### config.mk
export PLATFORM = sky130hd
export DESIGN_NAME = bgc_bridge_gate_ctrl
export DESIGN_NICKNAME = d
export VERILOG_FILES = /design/src/rtl/bgc_pkg.sv /design/src/rtl/bgc_phase.sv /design/src/rtl/bgc_bridge_gate_ctrl.sv
export VERILOG_INCLUDE_DIRS = /design/src /design/src/rtl
export SDC_FILE = /design/constraint.sdc
export NUM_CORES = 1
export LEC_CHECK = 0
export ABC_AREA = 1
export ABC_CLOCK_PERIOD_IN_PS = 990
export BUFFER_PORTS_ARGS = -buffer_cell sky130_fd_sc_hd__buf_2
export CORE_MARGIN = 2
export CORE_UTILIZATION = 41
export CTS_CLUSTER_DIAMETER = 60
export DETAILED_ROUTE_END_ITERATION = 6
export PLACE_DENSITY = 0.75
export SLEW_MARGIN = 5
export SYNTH_ARGS = -nofsm -noshare
export SYNTH_HDL_FRONTEND = slang
export SYNTH_HIERARCHICAL = 1
export SYNTH_SLANG_ARGS = --single-unit
### constraint.sdc
create_clock -name clk -period 0.99 [get_ports clk]
set_clock_uncertainty 0.1 [all_clocks]
set_input_delay 0.099 -clock clk [delete_from_list [all_inputs] [get_ports clk]]
set_output_delay 0.099 -clock clk [all_outputs]
set_load 0.03 [all_outputs]
### src/rtl/bgc_consts.svh
// constants for the bridge gate control block
`ifndef BGC_CONSTS_SVH
`define BGC_CONSTS_SVH

// ----------------------------------------------------------------
// phases and synchroniser
// ----------------------------------------------------------------
`define BGC_NUM_PHASES 3
`define BGC_SYNC_STAGES 2

// ----------------------------------------------------------------
// register map (word offsets are byte addresses)
// ----------------------------------------------------------------
`define BGC_ADDR_W 8
`define BGC_OFS_CTRL 8'h00
`define BGC_OFS_CFG 8'h04
`define BGC_OFS_STAT 8'h08
`define BGC_OFS_FAULT 8'h0C

// ctrl: bit 2p = low-side bit of phase p, bit 2p+1 = high-side bit
`define BGC_CTRL_RST 32'h0000_0000
// cfg: bit 0 direct mode, bit 1 gate outputs enabled by software
`define BGC_CFG_DIRECT_BIT 0
`define BGC_CFG_GATE_EN_BIT 1
`define BGC_CFG_RST 32'h0000_0001
// fault: bits 0..2 high-side, bits 8..10 low-side, write one to clear
`define BGC_FAULT_HS_LSB 0
`define BGC_FAULT_LS_LSB 8

`endif

### src/rtl/bgc_pkg.sv
// types shared by the bridge gate control block
package bgc_pkg;

  // ----------------------------------------------------------------
  // per-phase command and gate pair
  // ----------------------------------------------------------------
  typedef struct packed {
    logic high;
    logic low;
  } bgc_pair_s;

  typedef enum logic [1:0] {
    BGC_PH_OFF,
    BGC_PH_SINK,
    BGC_PH_SOURCE,
    BGC_PH_BLOCKED
  } bgc_phase_e;

  // ----------------------------------------------------------------
  // register bus request
  // ----------------------------------------------------------------
  typedef struct packed {
    logic [7:0] addr;
    logic [31:0] wdata;
    logic wr;
    logic rd;
  } bgc_bus_s;

endpackage : bgc_pkg

### src/rtl/bgc_phase.sv
// one phase: command decode and gate drive
module bgc_phase (
  input wire logic clk,
  input wire logic rst,
  input wire bgc_pkg::bgc_pair_s cmd,
  input wire logic gateEnable,
  output logic highSideGateOut,
  output logic lowSideGateOut,
  output bgc_pkg::bgc_phase_e phaseState
);

  // ----------------------------------------------------------------
  // decode
  // ----------------------------------------------------------------
  bgc_pkg::bgc_phase_e state;

  always_comb begin
    case ({cmd.high, cmd.low})
      2'b00: state = bgc_pkg::BGC_PH_OFF;
      2'b01: state = bgc_pkg::BGC_PH_SINK;
      2'b10: state = bgc_pkg::BGC_PH_SOURCE;
      default: state = bgc_pkg::BGC_PH_BLOCKED;
    endcase
  end

  // ----------------------------------------------------------------
  // gate flops
  // ----------------------------------------------------------------
  // registered so a glitch on the decode never reaches a gate
  always_ff @(posedge clk) begin
    if (rst || !gateEnable) begin
      highSideGateOut <= 1'b0;
      lowSideGateOut <= 1'b0;
    end else begin
      highSideGateOut <= (state == bgc_pkg::BGC_PH_SOURCE);
      lowSideGateOut <= (state == bgc_pkg::BGC_PH_SINK);
    end
  end

  always_ff @(posedge clk) begin
    if (rst) begin
      phaseState <= bgc_pkg::BGC_PH_OFF;
    end else begin
      phaseState <= state;
    end
  end

endmodule : bgc_phase

### src/rtl/bgc_bridge_gate_ctrl.sv
// bridge gate control top: pin sync, command merge, faults, registers
// Behaviour
// - each phase decoded and driven independently
// - high-side command is pin OR bit
// - low-side command is pin OR bit
// - both commands low: both gates off
// - low only: low gate on, high off
// - high only: high gate on, low off
// - both commands high: both gates off
// - disabled outputs force every gate low
// - flag high-side drain-source fault from comparator
// - flag low-side drain-source fault from comparator
// - enable low in direct mode disables gates
//
// Decided for this implementation: strobed register access and the placing of the registers.
`include "bgc_consts.svh"

module bgc_bridge_gate_ctrl #(
  parameter int NUM_PHASES = `BGC_NUM_PHASES,
  parameter int SYNC_STAGES = `BGC_SYNC_STAGES
) (
  input wire logic clk,
  input wire logic rst,
  input wire logic [NUM_PHASES-1:0] highSideCmdPin,
  input wire logic [NUM_PHASES-1:0] lowSideCmdPin,
  input wire logic enablePin,
  input wire logic [NUM_PHASES-1:0] highSideDsOver,
  input wire logic [NUM_PHASES-1:0] lowSideDsOver,
  input wire logic [7:0] regAddr,
  input wire logic [31:0] regWdata,
  input wire logic regWr,
  input wire logic regRd,
  output logic [31:0] regRdata,
  output logic [NUM_PHASES-1:0] highSideGateOut,
  output logic [NUM_PHASES-1:0] lowSideGateOut,
  output logic [NUM_PHASES-1:0] highSideDsFault,
  output logic [NUM_PHASES-1:0] lowSideDsFault
);

  // ----------------------------------------------------------------
  // parameter checks
  // ----------------------------------------------------------------
  // register layout holds at most eight phases per field
  if (NUM_PHASES < 1 || NUM_PHASES > 8) begin : gBadPhases
    $error("NUM_PHASES must be 1 to 8");
  end
  if (SYNC_STAGES < 2) begin : gBadSync
    $error("SYNC_STAGES must be at least 2");
  end

  // ----------------------------------------------------------------
  // helpers
  // ----------------------------------------------------------------
  function automatic logic [31:0] widen(input logic [NUM_PHASES-1:0] v);
    logic [31:0] r;
    r = 32'h0000_0000;
    r[NUM_PHASES-1:0] = v;
    return r;
  endfunction : widen

  bgc_pkg::bgc_bus_s bus;
  assign bus.addr = regAddr;
  assign bus.wdata = regWdata;
  assign bus.wr = regWr;
  assign bus.rd = regRd;

  // ----------------------------------------------------------------
  // pin synchroniser
  // ----------------------------------------------------------------
  // first stage feeds only the next stage, never the logic
  logic [SYNC_STAGES-1:0][NUM_PHASES-1:0] hiSync_q;
  logic [SYNC_STAGES-1:0][NUM_PHASES-1:0] loSync_q;
  logic [SYNC_STAGES-1:0] enSync_q;

  always_ff @(posedge clk) begin
    if (rst) begin
      hiSync_q <= '0;
      loSync_q <= '0;
      enSync_q <= '0;
    end else begin
      hiSync_q <= {hiSync_q[SYNC_STAGES-2:0], highSideCmdPin};
      loSync_q <= {loSync_q[SYNC_STAGES-2:0], lowSideCmdPin};
      enSync_q <= {enSync_q[SYNC_STAGES-2:0], enablePin};
    end
  end

  logic [NUM_PHASES-1:0] hiPin;
  logic [NUM_PHASES-1:0] loPin;
  logic enable;
  assign hiPin = hiSync_q[SYNC_STAGES-1];
  assign loPin = loSync_q[SYNC_STAGES-1];
  assign enable = enSync_q[SYNC_STAGES-1];

  // ----------------------------------------------------------------
  // registers
  // ----------------------------------------------------------------
  localparam logic [31:0] CFG_RST = `BGC_CFG_RST;
  logic [NUM_PHASES-1:0] highSideCmdBit_q;
  logic [NUM_PHASES-1:0] lowSideCmdBit_q;
  logic directMode_q;
  logic gateEnSw_q;

  logic ctrlHit;
  logic cfgHit;
  logic faultHit;
  logic statHit;
  assign ctrlHit = (bus.addr == `BGC_OFS_CTRL);
  assign cfgHit = (bus.addr == `BGC_OFS_CFG);
  assign statHit = (bus.addr == `BGC_OFS_STAT);
  assign faultHit = (bus.addr == `BGC_OFS_FAULT);

  always_ff @(posedge clk) begin
    if (rst) begin
      highSideCmdBit_q <= '0;
      lowSideCmdBit_q <= '0;
    end else if (bus.wr && ctrlHit) begin
      for (int p = 0; p < NUM_PHASES; p++) begin
        lowSideCmdBit_q[p] <= bus.wdata[2*p];
        highSideCmdBit_q[p] <= bus.wdata[2*p+1];
      end
    end
  end

  always_ff @(posedge clk) begin
    if (rst) begin
      directMode_q <= CFG_RST[`BGC_CFG_DIRECT_BIT];
      gateEnSw_q <= CFG_RST[`BGC_CFG_GATE_EN_BIT];
    end else if (bus.wr && cfgHit) begin
      directMode_q <= bus.wdata[`BGC_CFG_DIRECT_BIT];
      gateEnSw_q <= bus.wdata[`BGC_CFG_GATE_EN_BIT];
    end
  end

  // ----------------------------------------------------------------
  // command merge and gate enable
  // ----------------------------------------------------------------
  // pins and bits are ORed; mixing both sources is the user's risk
  bgc_pkg::bgc_pair_s [NUM_PHASES-1:0] cmd;
  always_comb begin
    for (int p = 0; p < NUM_PHASES; p++) begin
      cmd[p].high = hiPin[p] | highSideCmdBit_q[p];
      cmd[p].low = loPin[p] | lowSideCmdBit_q[p];
    end
  end

  logic gateEnable;
  // enable pin only gates drive in direct mode
  assign gateEnable = gateEnSw_q && (!directMode_q || enable);

  bgc_pkg::bgc_phase_e [NUM_PHASES-1:0] phaseState;

  for (genvar p = 0; p < NUM_PHASES; p++) begin : gPhase
    // separate instance per phase keeps them independent
    bgc_phase uPhase (
      .clk(clk),
      .rst(rst),
      .cmd(cmd[p]),
      .gateEnable(gateEnable),
      .highSideGateOut(highSideGateOut[p]),
      .lowSideGateOut(lowSideGateOut[p]),
      .phaseState(phaseState[p])
    );
  end

  // ----------------------------------------------------------------
  // drain-source faults
  // ----------------------------------------------------------------
  // comparators are analog; here they arrive as levels, set beats clear
  logic [NUM_PHASES-1:0] hsClr;
  logic [NUM_PHASES-1:0] lsClr;
  assign hsClr = (bus.wr && faultHit) ?
    bus.wdata[`BGC_FAULT_HS_LSB +: NUM_PHASES] : '0;
  assign lsClr = (bus.wr && faultHit) ?
    bus.wdata[`BGC_FAULT_LS_LSB +: NUM_PHASES] : '0;

  always_ff @(posedge clk) begin
    if (rst) begin
      highSideDsFault <= '0;
    end else begin
      highSideDsFault <= highSideDsOver | (highSideDsFault & ~hsClr);
    end
  end

  always_ff @(posedge clk) begin
    if (rst) begin
      lowSideDsFault <= '0;
    end else begin
      lowSideDsFault <= lowSideDsOver | (lowSideDsFault & ~lsClr);
    end
  end

  // ----------------------------------------------------------------
  // read path
  // ----------------------------------------------------------------
  logic [31:0] rdata_d;
  always_comb begin
    rdata_d = 32'h0000_0000;
    if (ctrlHit) begin
      for (int p = 0; p < NUM_PHASES; p++) begin
        rdata_d[2*p] = lowSideCmdBit_q[p];
        rdata_d[2*p+1] = highSideCmdBit_q[p];
      end
    end else if (cfgHit) begin
      rdata_d[`BGC_CFG_DIRECT_BIT] = directMode_q;
      rdata_d[`BGC_CFG_GATE_EN_BIT] = gateEnSw_q;
    end else if (statHit) begin
      // gates in 0..7, low gates in 8..15, enable at 16, gate enable 17
      rdata_d = widen(highSideGateOut)
        | (widen(lowSideGateOut) << 8);
      rdata_d[16] = enable;
      rdata_d[17] = gateEnable;
    end else if (faultHit) begin
      rdata_d = (widen(highSideDsFault) << `BGC_FAULT_HS_LSB)
        | (widen(lowSideDsFault) << `BGC_FAULT_LS_LSB);
    end
  end

  // data stands only in the cycle after the read strobe
  always_ff @(posedge clk) begin
    if (rst) begin
      regRdata <= 32'h0000_0000;
    end else if (bus.rd) begin
      regRdata <= rdata_d;
    end else begin
      regRdata <= 32'h0000_0000;
    end
  end

endmodule : bgc_bridge_gate_ctrl

==> summary.txt, run 1 <==
Finish
  – Fill count: slightly below 400
  – Nets: approximately 400
  – Synth-to-layout area growth: 45.0%
  – ANT cells: 0
  – FF/Latch Area: ~930 µm²
  – Core Util, Final: between 60% and 70%
  – Multi-input gate area: around 770 µm²
  – Final non-filler cell total: 400
  – Layout cell share with drive strength beyond 1: 37.3%

Worst setup path
  – Worst setup path start: highSideDsFault[0]
  – CP Capture Type: output pin
  – CP Max Fanout: 3
  – Element type at the critical path start: flip-flop
  – Crit path kind: reg2out
  – Worst r2r src: lowSideCmdBit_q[1]
  – Worst path buffer plus inverter count: 1
  – CP delay by family, top: flip-flops
  – Req. time, crit path: 0.79 ns
  – Crit path DAT: 0.79 ns
  – Peak per-stage delay on the critical path: ~0.36 ns
  – Critical Path, Cell by Cell: buf_6
  – Critical Path Slowest Stage Cell: dfxtp_2

Global routing
  – Grt total ovfl: 0
  – First-pass GRT wire length: between 6000 and 7000 µm
  – GRT Total Usage: between 10% and 20%
  – Largest net degree at the start of global routing: 30
  – Vias in the first global route: between 1500 and 2000
  – Initial antenna violation count: 0

Power
  – Sw frac: 25.1%
  – Logic pwr share: between 10% and 20%
  – Pwr Total: between 3000 and 4000 µW
  – Leakage: between 0.001 and 0.0015 µW
  – Clock network fraction of total power: between 30% and 40%
  – Maximum vdd drop: around 0.00074 V
  – Pwr/cell area: approximately 1300 nW/µm²
  – Sequential Power Share: 49.6%
  – Net switching power: 952 µW
  – Internal: 2840 µW

STA
  – Fmax achieved: ~1000 MHz
  – Final hold violation count: 0
  – Period minus WS final: about 1 ns
  – Final setup fails: 0
  – Period utilization: between 90% and 100%
  – Setup TNS Final: 0 ns
  – RSZ-0062 raised after global routing: true
  – Slew Viols, Final: 0

Drt
  – Iter 0 DRT Violations: 36
  – First drt pass iteration count: 6
  – Via count: between 1500 and 2000
  – Final ANT Viol Nets: 0
  – Wire per inst: 10.6 µm
  – Post-Route WL: between 4000 and 5000 µm
  – DR vias/cell: between 4 and 5
  – Residual DRC count: 1

Floorplan
  – Initial cell density of the core: between 40% and 50%
  – Die Area: ~5300 µm²
  – Chip width: 72.8 µm
  – FP Rows: 25
  – Num ports: 101
  – Die Span Y: slightly above 70 µm
  – Core Box Area: between 4000 and 5000 µm²

Placement
  – HPWL after DPL: 2660 µm
  – Final RePlAce weighted congestion: ~0.79
  – Port Buffer Count: 56
  – Placed cell count: between 300 and 400

Synth
  – Syn. warnings: 6
  – Synthesized area: roughly 1900 µm²
  – Post-synthesis instance total: between 200 and 300
  – Mean Syn Cell Area: 7.64 µm²

Clock tree
  – H-Tree Depth: 2
  – CTS tree: yes
  – Worst-path clk slew: 0.08 ns
  – Clock Latency Late Sink: 0.30 ns
  – Root Driver: clkbuf_8
  – Num CTS Buffers: 5
  – CTS sink cnt: between 40 and 50
  – Clock Path Buffers: 2

Run status
  – Failing checks: DRC
  – Status: finished with violations

Run
  – Max_cap viols: 0

Hold path
  – Hold_sp: rst
  – Worst Hold Class: in2reg
==> registers in the layout (all words and copies together), names as in the netlist, 2 cells and up <==
name / cells
highSideDsFault: 3
enSync_q: 2
loSync_q: 3
loPin: 3
gPhase.uPhase/highSideGateOut: 3
lowSideDsFault: 3
lowSideCmdBit_q: 3
regRdata: 11
hiSync_q: 3
highSideCmdBit_q: 3
hiPin: 3
gPhase.uPhase/lowSideGateOut: 3
==> worst paths after layout <==
path | to | slack (ns) | cells past startpoint
hold reg to reg | enSync_q[1] | 0.30 | 2
setup reg to reg | gPhase[1].uPhase/highSideGateOut | 0.07 | 4
setup / recovery | highSideDsFault[0] | 0.001 | 1
hold / removal | gateEnSw_q | 0.03 | 4
==> metal layers <==
layer  GRT usage (%)  wire [µm]  up-vias
met5               0          0        -
met4            7.41         76        0
met3            3.87        247        9
met2            31.4       2300       63
met1            16.5       1600      741
li1                -          -      895
==> through the flow <==
stage	hold slack, ns	cell area, µm²	setup WS [ns]
after floorplan	0.106	2010	0.0178
after global placement	0.206	2250	-0.156
after detailed placement	0.206	2250	-0.183
after CTS	0.0242	2720	-0.00779
after global routing	0.0498	2810	-0.0232
final	0.0342	2810	0.00119
==> cell usage in the layout, fill, tap and decap left out, types with 5 or more instances in the layout <==
cell and instances:
inv_1 38, nor2_4 5, buf_4 12, or2_4 6, nand3_1 17, dfxtp_1 24
nand2_1 47, dlygate4sd3_1 23, clkbuf_8 5, nand2_2 7, dfxtp_2 21, inv_2 8
buf_6 19, nor2_1 28, conb_1 21, buf_2 33, a21oi_1 15
==> final cells by class <==
cell class,instances,area share [%]
inverter,46,6.14
timing repair buffer,90,27.0
clock buffer,5,2.45
sequential,45,33.0
multi-input combinational,157,27.4
clock inverter,3,1.65
tap,54,2.40
==> power by group through the flow <==
stage | sequential, µW | combinational, µW | clock, µW
after floorplan | 1950 | 295 | 0
after global placement | 1910 | 399 | 0
after detailed placement | 1910 | 403 | 0
after CTS | 1880 | 498 | 1410
after global routing | 1880 | 573 | 1470
final | 1880 | 529 | 1380
==> timing repair <==
item	CTS	global route
buffers inserted	1	5
hold endpoints to repair	21	0
hold buffers	23	0
resized for setup	47	26
setup endpoints to repair	22	21
pin swaps	0	3
No activity file was read; power rests on OpenSTA's default activity.
==> run 2, diff against run 1 <==
SETUP_SLACK_MARGIN = 0.15   (was unset)
==> run 2 against run 1 <==
The run ends with hold timing left; cell area up 14%; via count up 10%; utilization grew 8.5 points; setup slack better by 0.017 ns; clock power fell by 27%; power is 7.1% lower; largest power group unchanged; sequential cell count did not move; sequential power barely moved; sequential share of layout area decreased by 3.5 points; combinational power up 19%; critical path type unchanged; register-to-register slack worse by 0.04 ns; die area is the same.
==> summary.txt, run 2 (synthesis results as in run 1) <==
Drt
  – Residual DRC count: 0
  – Wire per inst: 13.9 µm
  – Final ANT Viol Nets: 0
  – Via count: 1879
  – Iter 0 DRT Violations: ~140
  – First drt pass iteration count: 4
  – DR vias/cell: between 4 and 5
  – Post-Route WL: 5590 µm

Finish
  – Core Util, Final: between 60 and 70%
  – Largest register FFs: 11
  – Synth-to-layout area growth: 65.4%
  – Final Cell Area: 3210 µm²
  – Nets: ~410
  – ANT cells: 0
  – Most flops, register: regRdata
  – Layout cell share with drive strength beyond 1: around 64%
  – Fill count: 313
  – Most frequent cells in the layout: dfxtp_2 (36), inv_1 (30), buf_6 (29), buf_2 (28)
  – Most common cell after layout, fill and taps aside: dfxtp_2

STA
  – Final hold violation count: 4
  – RSZ-0062 raised after global routing: true
  – Fmax achieved: between 1000 and 1500 MHz
  – Slew Viols, Final: 0
  – Hold Worst Slack: -0.0276 ns
  – Final setup fails: 0
  – Period utilization: a little over nine tenths
  – Period minus WS final: 0.972 ns

Floorplan
  – FP Rows: 25
  – Initial cell density of the core: 41.9%
  – Core Box Area: 4630 µm²
  – Die Span Y: between 70 and 80 µm
  – Chip width: between 70 and 80 µm
  – Num ports: about 100
  – Die Area: about 5300 µm²

Worst setup path
  – Critical Path Slowest Stage Cell: dfxtp_2
  – Crit path kind: reg2out
  – Element type at the critical path start: flip-flop
  – Critical Path, Cell by Cell: buf_6
  – CP delay by family, top: flip-flops
  – CP Capture Type: output pin
  – Crit path DAT: between 0.7 and 0.8 ns
  – Peak per-stage delay on the critical path: roughly 0.35 ns
  – Worst path buffer plus inverter count: 1
  – Req. time, crit path: between 0.7 and 0.8 ns
  – CP Max Fanout: 2

Placement
  – HPWL after DPL: 2900 µm
  – Final RePlAce weighted congestion: roughly 0.84
  – Placed instance area: 2300 µm²
  – Port Buffer Count: 56

Power
  – Pwr/cell area: roughly 1100 nW/µm²
  – Pwr Total: ~3500 µW
  – Net switching power: approximately 940 µW
  – Logic pwr share: between 10% and 20%
  – Internal: between 2000 and 3000 µW
  – Leakage: around 0.0015 µW
  – Sequential Power Share: between 50% and 60%
  – Sw frac: between 20% and 30%
  – Clock network fraction of total power: between 20 and 30%
  – Maximum vdd drop: 0.000530 V

Hold path
  – Worst Hold Class: in2reg

Run status
  – Status: finished with violations
  – Failing checks: hold timing

Clock tree
  – CTS tree: yes
  – Root Driver: clkbuf_8
  – Clock Latency Late Sink: 0.29 ns
  – Worst-path clk slew: approximately 0.070 ns
  – Num CTS Buffers: 5
  – CTS Hold Buffers Added: 17
  – Clock Path Buffers: 2
  – CTS sink cnt: 45
  – H-Tree Depth: 2

Global routing
  – First-pass GRT wire length: roughly 7100 µm
  – Largest net degree at the start of global routing: 18
  – Grt total ovfl: 0
  – GRT Total Usage: roughly 17%
  – Vias in the first global route: approximately 1700
  – Initial antenna violation count: 0

Run
  – Max_cap viols: 0
==> run 2: power groups by stage <==
stage | Sequential, µW | Combinational [µW] | Clock (µW)
6_report | 1880 | 632 | 1010
5_1_grt | 1880 | 671 | 1120
4_1_cts | 1880 | 537 | 1030
3_5_place_dp | 1920 | 424 | 0
3_3_place_gp | 1920 | 419 | 0
2_1_floorplan | 1950 | 306 | 0
==> run 2: path summary, 6_finish.rpt <==
| path | slack (ns) | start | cells after the start | endpoint |
|---|---|---|---|---|
| hold / removal | -0.03 | rst | 3 | directMode_q |
| setup reg to reg | 0.03 | directMode_q | 5 | gPhase[1].uPhase/lowSideGateOut |
| setup / recovery | 0.02 | highSideDsFault[2] | 1 | highSideDsFault[2] |
| hold reg to reg | 0.30 | enSync_q[0] | 2 | enSync_q[1] |
==> run 2: worst reg2reg max path: stages, from the launching register on <==
cell and delay, ns:
dfxtp_2 0.39, nand2_2 0.09, nand2_4 0.11, inv_6 0.05
nand2_4 0.08, nor2_2 0.04
==> run 2: cell type report <==
type / instances / area [µm²] / share of cell area [%]
inverter: 46 / 180 / 5.62
clock buffer: 5 / 68.8 / 2.15
clock inverter: 1 / 5.00 / 0.156
tap: 54 / 67.6 / 2.11
multi-input combinational: 158 / 1080 / 33.6
sequential: 45 / 946 / 29.5
timing repair buffer: 94 / 862 / 26.9
==> run 2: timing repair <==
item	in CTS	in global routing
pin swaps	13	35
gates resized for setup	88	87
endpoints found under the setup margin	33	53
cloned	1	1
setup buffers	12	3
hold endpoints to repair	21	3
==> run 2: per-stage QoR <==
step                std cells  setup WS [ns]  setup TNS [ns]  hold slack (ns)
floorplan                 274         0.0324               0            0.106
global placement          363         -0.186           -2.82            0.202
detailed placement        363         -0.189           -3.13            0.206
CTS                       399         0.0224               0          -0.0375
global route              403        -0.0166         -0.0226          -0.0186
finish                    403         0.0180               0          -0.0276
==> run 2: metal layers <==
metal | track usage [%] | wire (µm) | part of all wire, %
met5 | 0 | 0 | 0
met4 | 6.79 | 243 | 4.4
met3 | 3.31 | 315 | 5.6
met2 | 34.5 | 3080 | 55
met1 | 17.4 | 1940 | 35
==> run 3, diff against run 2 <==
ABC_AREA = unset   (was 1)
BUFFER_PORTS_ARGS = unset   (was -buffer_cell sky130_fd_sc_hd__buf_2)
CORE_UTILIZATION = 45   (was 41)
CTS_CLUSTER_DIAMETER = unset   (was 60)
DONT_BUFFER_PORTS = 1   (was unset)
PLACE_DENSITY = unset   (was 0.75)
==> run 3 against run 2 <==
The run ends with hold timing, setup timing left; sequential share of layout area rose by 9.2 points; routed wire length fell by 32%; sequential cell count did not move; cell area fell by 22%; non-clock buffer count fell by 55; register-to-register slack got worse by 0.19 ns; worst hold slack got worse by 0.22 ns; area after synthesis fell by 4.1%; global-route usage fell by 1.3 points; critical path depth rose by 1.
==> summary.txt, run 3 <==
Run status
  – Status: finished with violations
  – Failing checks: hold timing, setup timing

Clock tree
  – Root Driver: clkbuf_8
  – Clock Latency Late Sink: a little under 0.3 ns
  – CTS sink cnt: 45
  – CTS tree: yes
  – Worst-path clk slew: ~0.09 ns
  – H-Tree Depth: 2
  – CTS Hold Buffers Added: 12
  – Clock Path Buffers: 2
  – Num CTS Buffers: 5

Finish
  – Fill count: around 330
  – Synth-to-layout area growth: 35.1%
  – Most flops, register: regRdata
  – Most common cell after layout, fill and taps aside: nor2b_1
  – Layout cell share with drive strength beyond 1: between 40% and 50%
  – Largest register FFs: 11
  – Nets: ~270
  – ANT cells: 0
  – Most frequent cells in the layout: nor2b_1 (23), conb_1 (21), dfxtp_2 (19), buf_6 (17)

Placement
  – Pre-CTS setup slack: -0.353 ns
  – Final RePlAce weighted congestion: between 0.7 and 0.8
  – Port Buffer Count: 0
  – HPWL after DPL: around 2600 µm

Global routing
  – GRT Total Usage: approximately 16%
  – First-pass GRT wire length: approximately 5500 µm
  – Largest net degree at the start of global routing: between 40 and 50
  – Initial antenna violation count: 0
  – Grt total ovfl: 0
  – Vias in the first global route: 1276

STA
  – Hold Worst Slack: -0.249 ns
  – Period minus WS final: 1.15 ns
  – Fmax achieved: between 800 and 900 MHz
  – Final hold violation count: 37
  – Final setup fails: 19
  – RSZ-0062 raised after global routing: true
  – Worst setup margin: -0.157 ns
  – Slew Viols, Final: 0
  – Period utilization: 116%

Hold path
  – Worst Hold Class: in2reg
  – Hold_sp: regAddr[2]
  – WHS Path Cells: 1
  – Worst Hold End: regRdata[17]

Synth
  – Post-synthesis instance total: between 150 and 200
  – Mean Syn Cell Area: slightly above 10 µm²
  – Synthesized area: roughly 1900 µm²
  – Syn. warnings: 6

Worst setup path
  – CP Max Fanout: 2
  – Element type at the critical path start: flip-flop
  – Worst R2R Path Depth: 2
  – Worst setup path start: highSideDsFault[0]
  – Crit path DAT: ~1.2 ns
  – Worst r2r src: highSideDsFault[0]
  – Crit path kind: reg2reg
  – Critical Path Slowest Stage Cell: mux4_2
  – FF-to-FF End: regRdata[0]
  – CP Capture Type: flip-flop
  – Critical Path, Cell by Cell: mux4_2, nor2b_1
  – Req. time, crit path: about 1.1 ns
  – Flop-to-flop setup slack: -0.16 ns
  – Peak per-stage delay on the critical path: 0.46 ns

Power
  – Sw frac: 25.5%
  – Maximum vdd drop: 0.00101 V
  – Net switching power: between 800 and 900 µW
  – Pwr/cell area: roughly 1300 nW/µm²
  – Sequential Power Share: 55.3%
  – Logic pwr share: 11.7%
  – Leakage: around 0.001 µW
  – Internal: ~2500 µW
  – Clock network fraction of total power: 33.0%

Floorplan
  – FP Rows: 23
  – Core Box Area: between 4000 and 5000 µm²
  – Die Span Y: slightly below 70 µm
  – Die Area: 4660 µm²
  – Chip width: 68.3 µm
  – Initial cell density of the core: between 40% and 50%
  – Num ports: just over 100

Drt
  – Final ANT Viol Nets: 0
  – Iter 0 DRT Violations: 46
  – Post-Route WL: ~3800 µm
  – Residual DRC count: 0
  – First drt pass iteration count: 4
  – Via count: roughly 1300
  – Wire per inst: 14.3 µm
  – DR vias/cell: about 4.9

Run
  – Max_cap viols: 0
-- run 3: timing repair --
action / 4_1_cts / 5_1_grt
pin swaps: 8 / 7
setup buffers: 4 / 2
resized for setup: 57 / 19
setup endpoints to repair: 47 / 52
endpoints found under the hold margin: 44 / 36
-- run 3: critical path: cells and delay by family (launching register included) --
kind | cells | cell delay (ns)
multiplexers | 1 | 0.46
flip-flops | 1 | 0.35
AND/OR/NAND/NOR | 1 | 0.14
-- run 3: layer usage --
metal	vias to the layer above	track usage, %	wire, µm
met2	53	28.0	2020
met3	8	6.09	248
li1	629	-	-
met4	0	5.00	68
met5	-	0	0
met1	602	18.0	1480
-- run 3: area by class of cell --
type	instances	area (µm²)	share of cell area, %
repair buffers	39	397	15.8
well taps	50	62.6	2.49
clock buffers	5	68.8	2.74
clock inverters	3	17.5	0.697
multi-input cells	120	980	39.0
flip-flops and latches	45	973	38.7
inverters	4	15.0	0.597
-- run 3: stage by stage --
step / util [%] / setup TNS (ns) / instances / area, µm² / total power [µW]
global route: 62.8 / -1.75 / 266 / 2510 / 3470
global placement: 50.5 / -4.48 / 240 / 2020 / 2200
CTS: 60.1 / -0.973 / 264 / 2400 / 3320
detailed placement: 50.5 / -5.03 / 240 / 2020 / 2200
floorplan: - / -3.09 / 199 / 2010 / 2260
finish: 62.8 / -1.14 / 266 / 2510 / 3330
-- run 3: worst max path at each step --
stage	to	depth (start not counted)
2_1_floorplan	directMode_q	3
3_3_place_gp	gateEnSw_q	3
3_5_place_dp	gateEnSw_q	3
4_1_cts	regRdata[0]	2
5_1_grt	regRdata[1]	2
6_report	regRdata[0]	2
-- run 3: power groups by stage --
stage	registers (µW)	logic, µW	clock network, µW
3_5_place_dp	1910	289	0
4_1_cts	1850	363	1110
5_1_grt	1850	417	1200
3_3_place_gp	1910	286	0
6_report	1850	390	1100
2_1_floorplan	1940	316	0
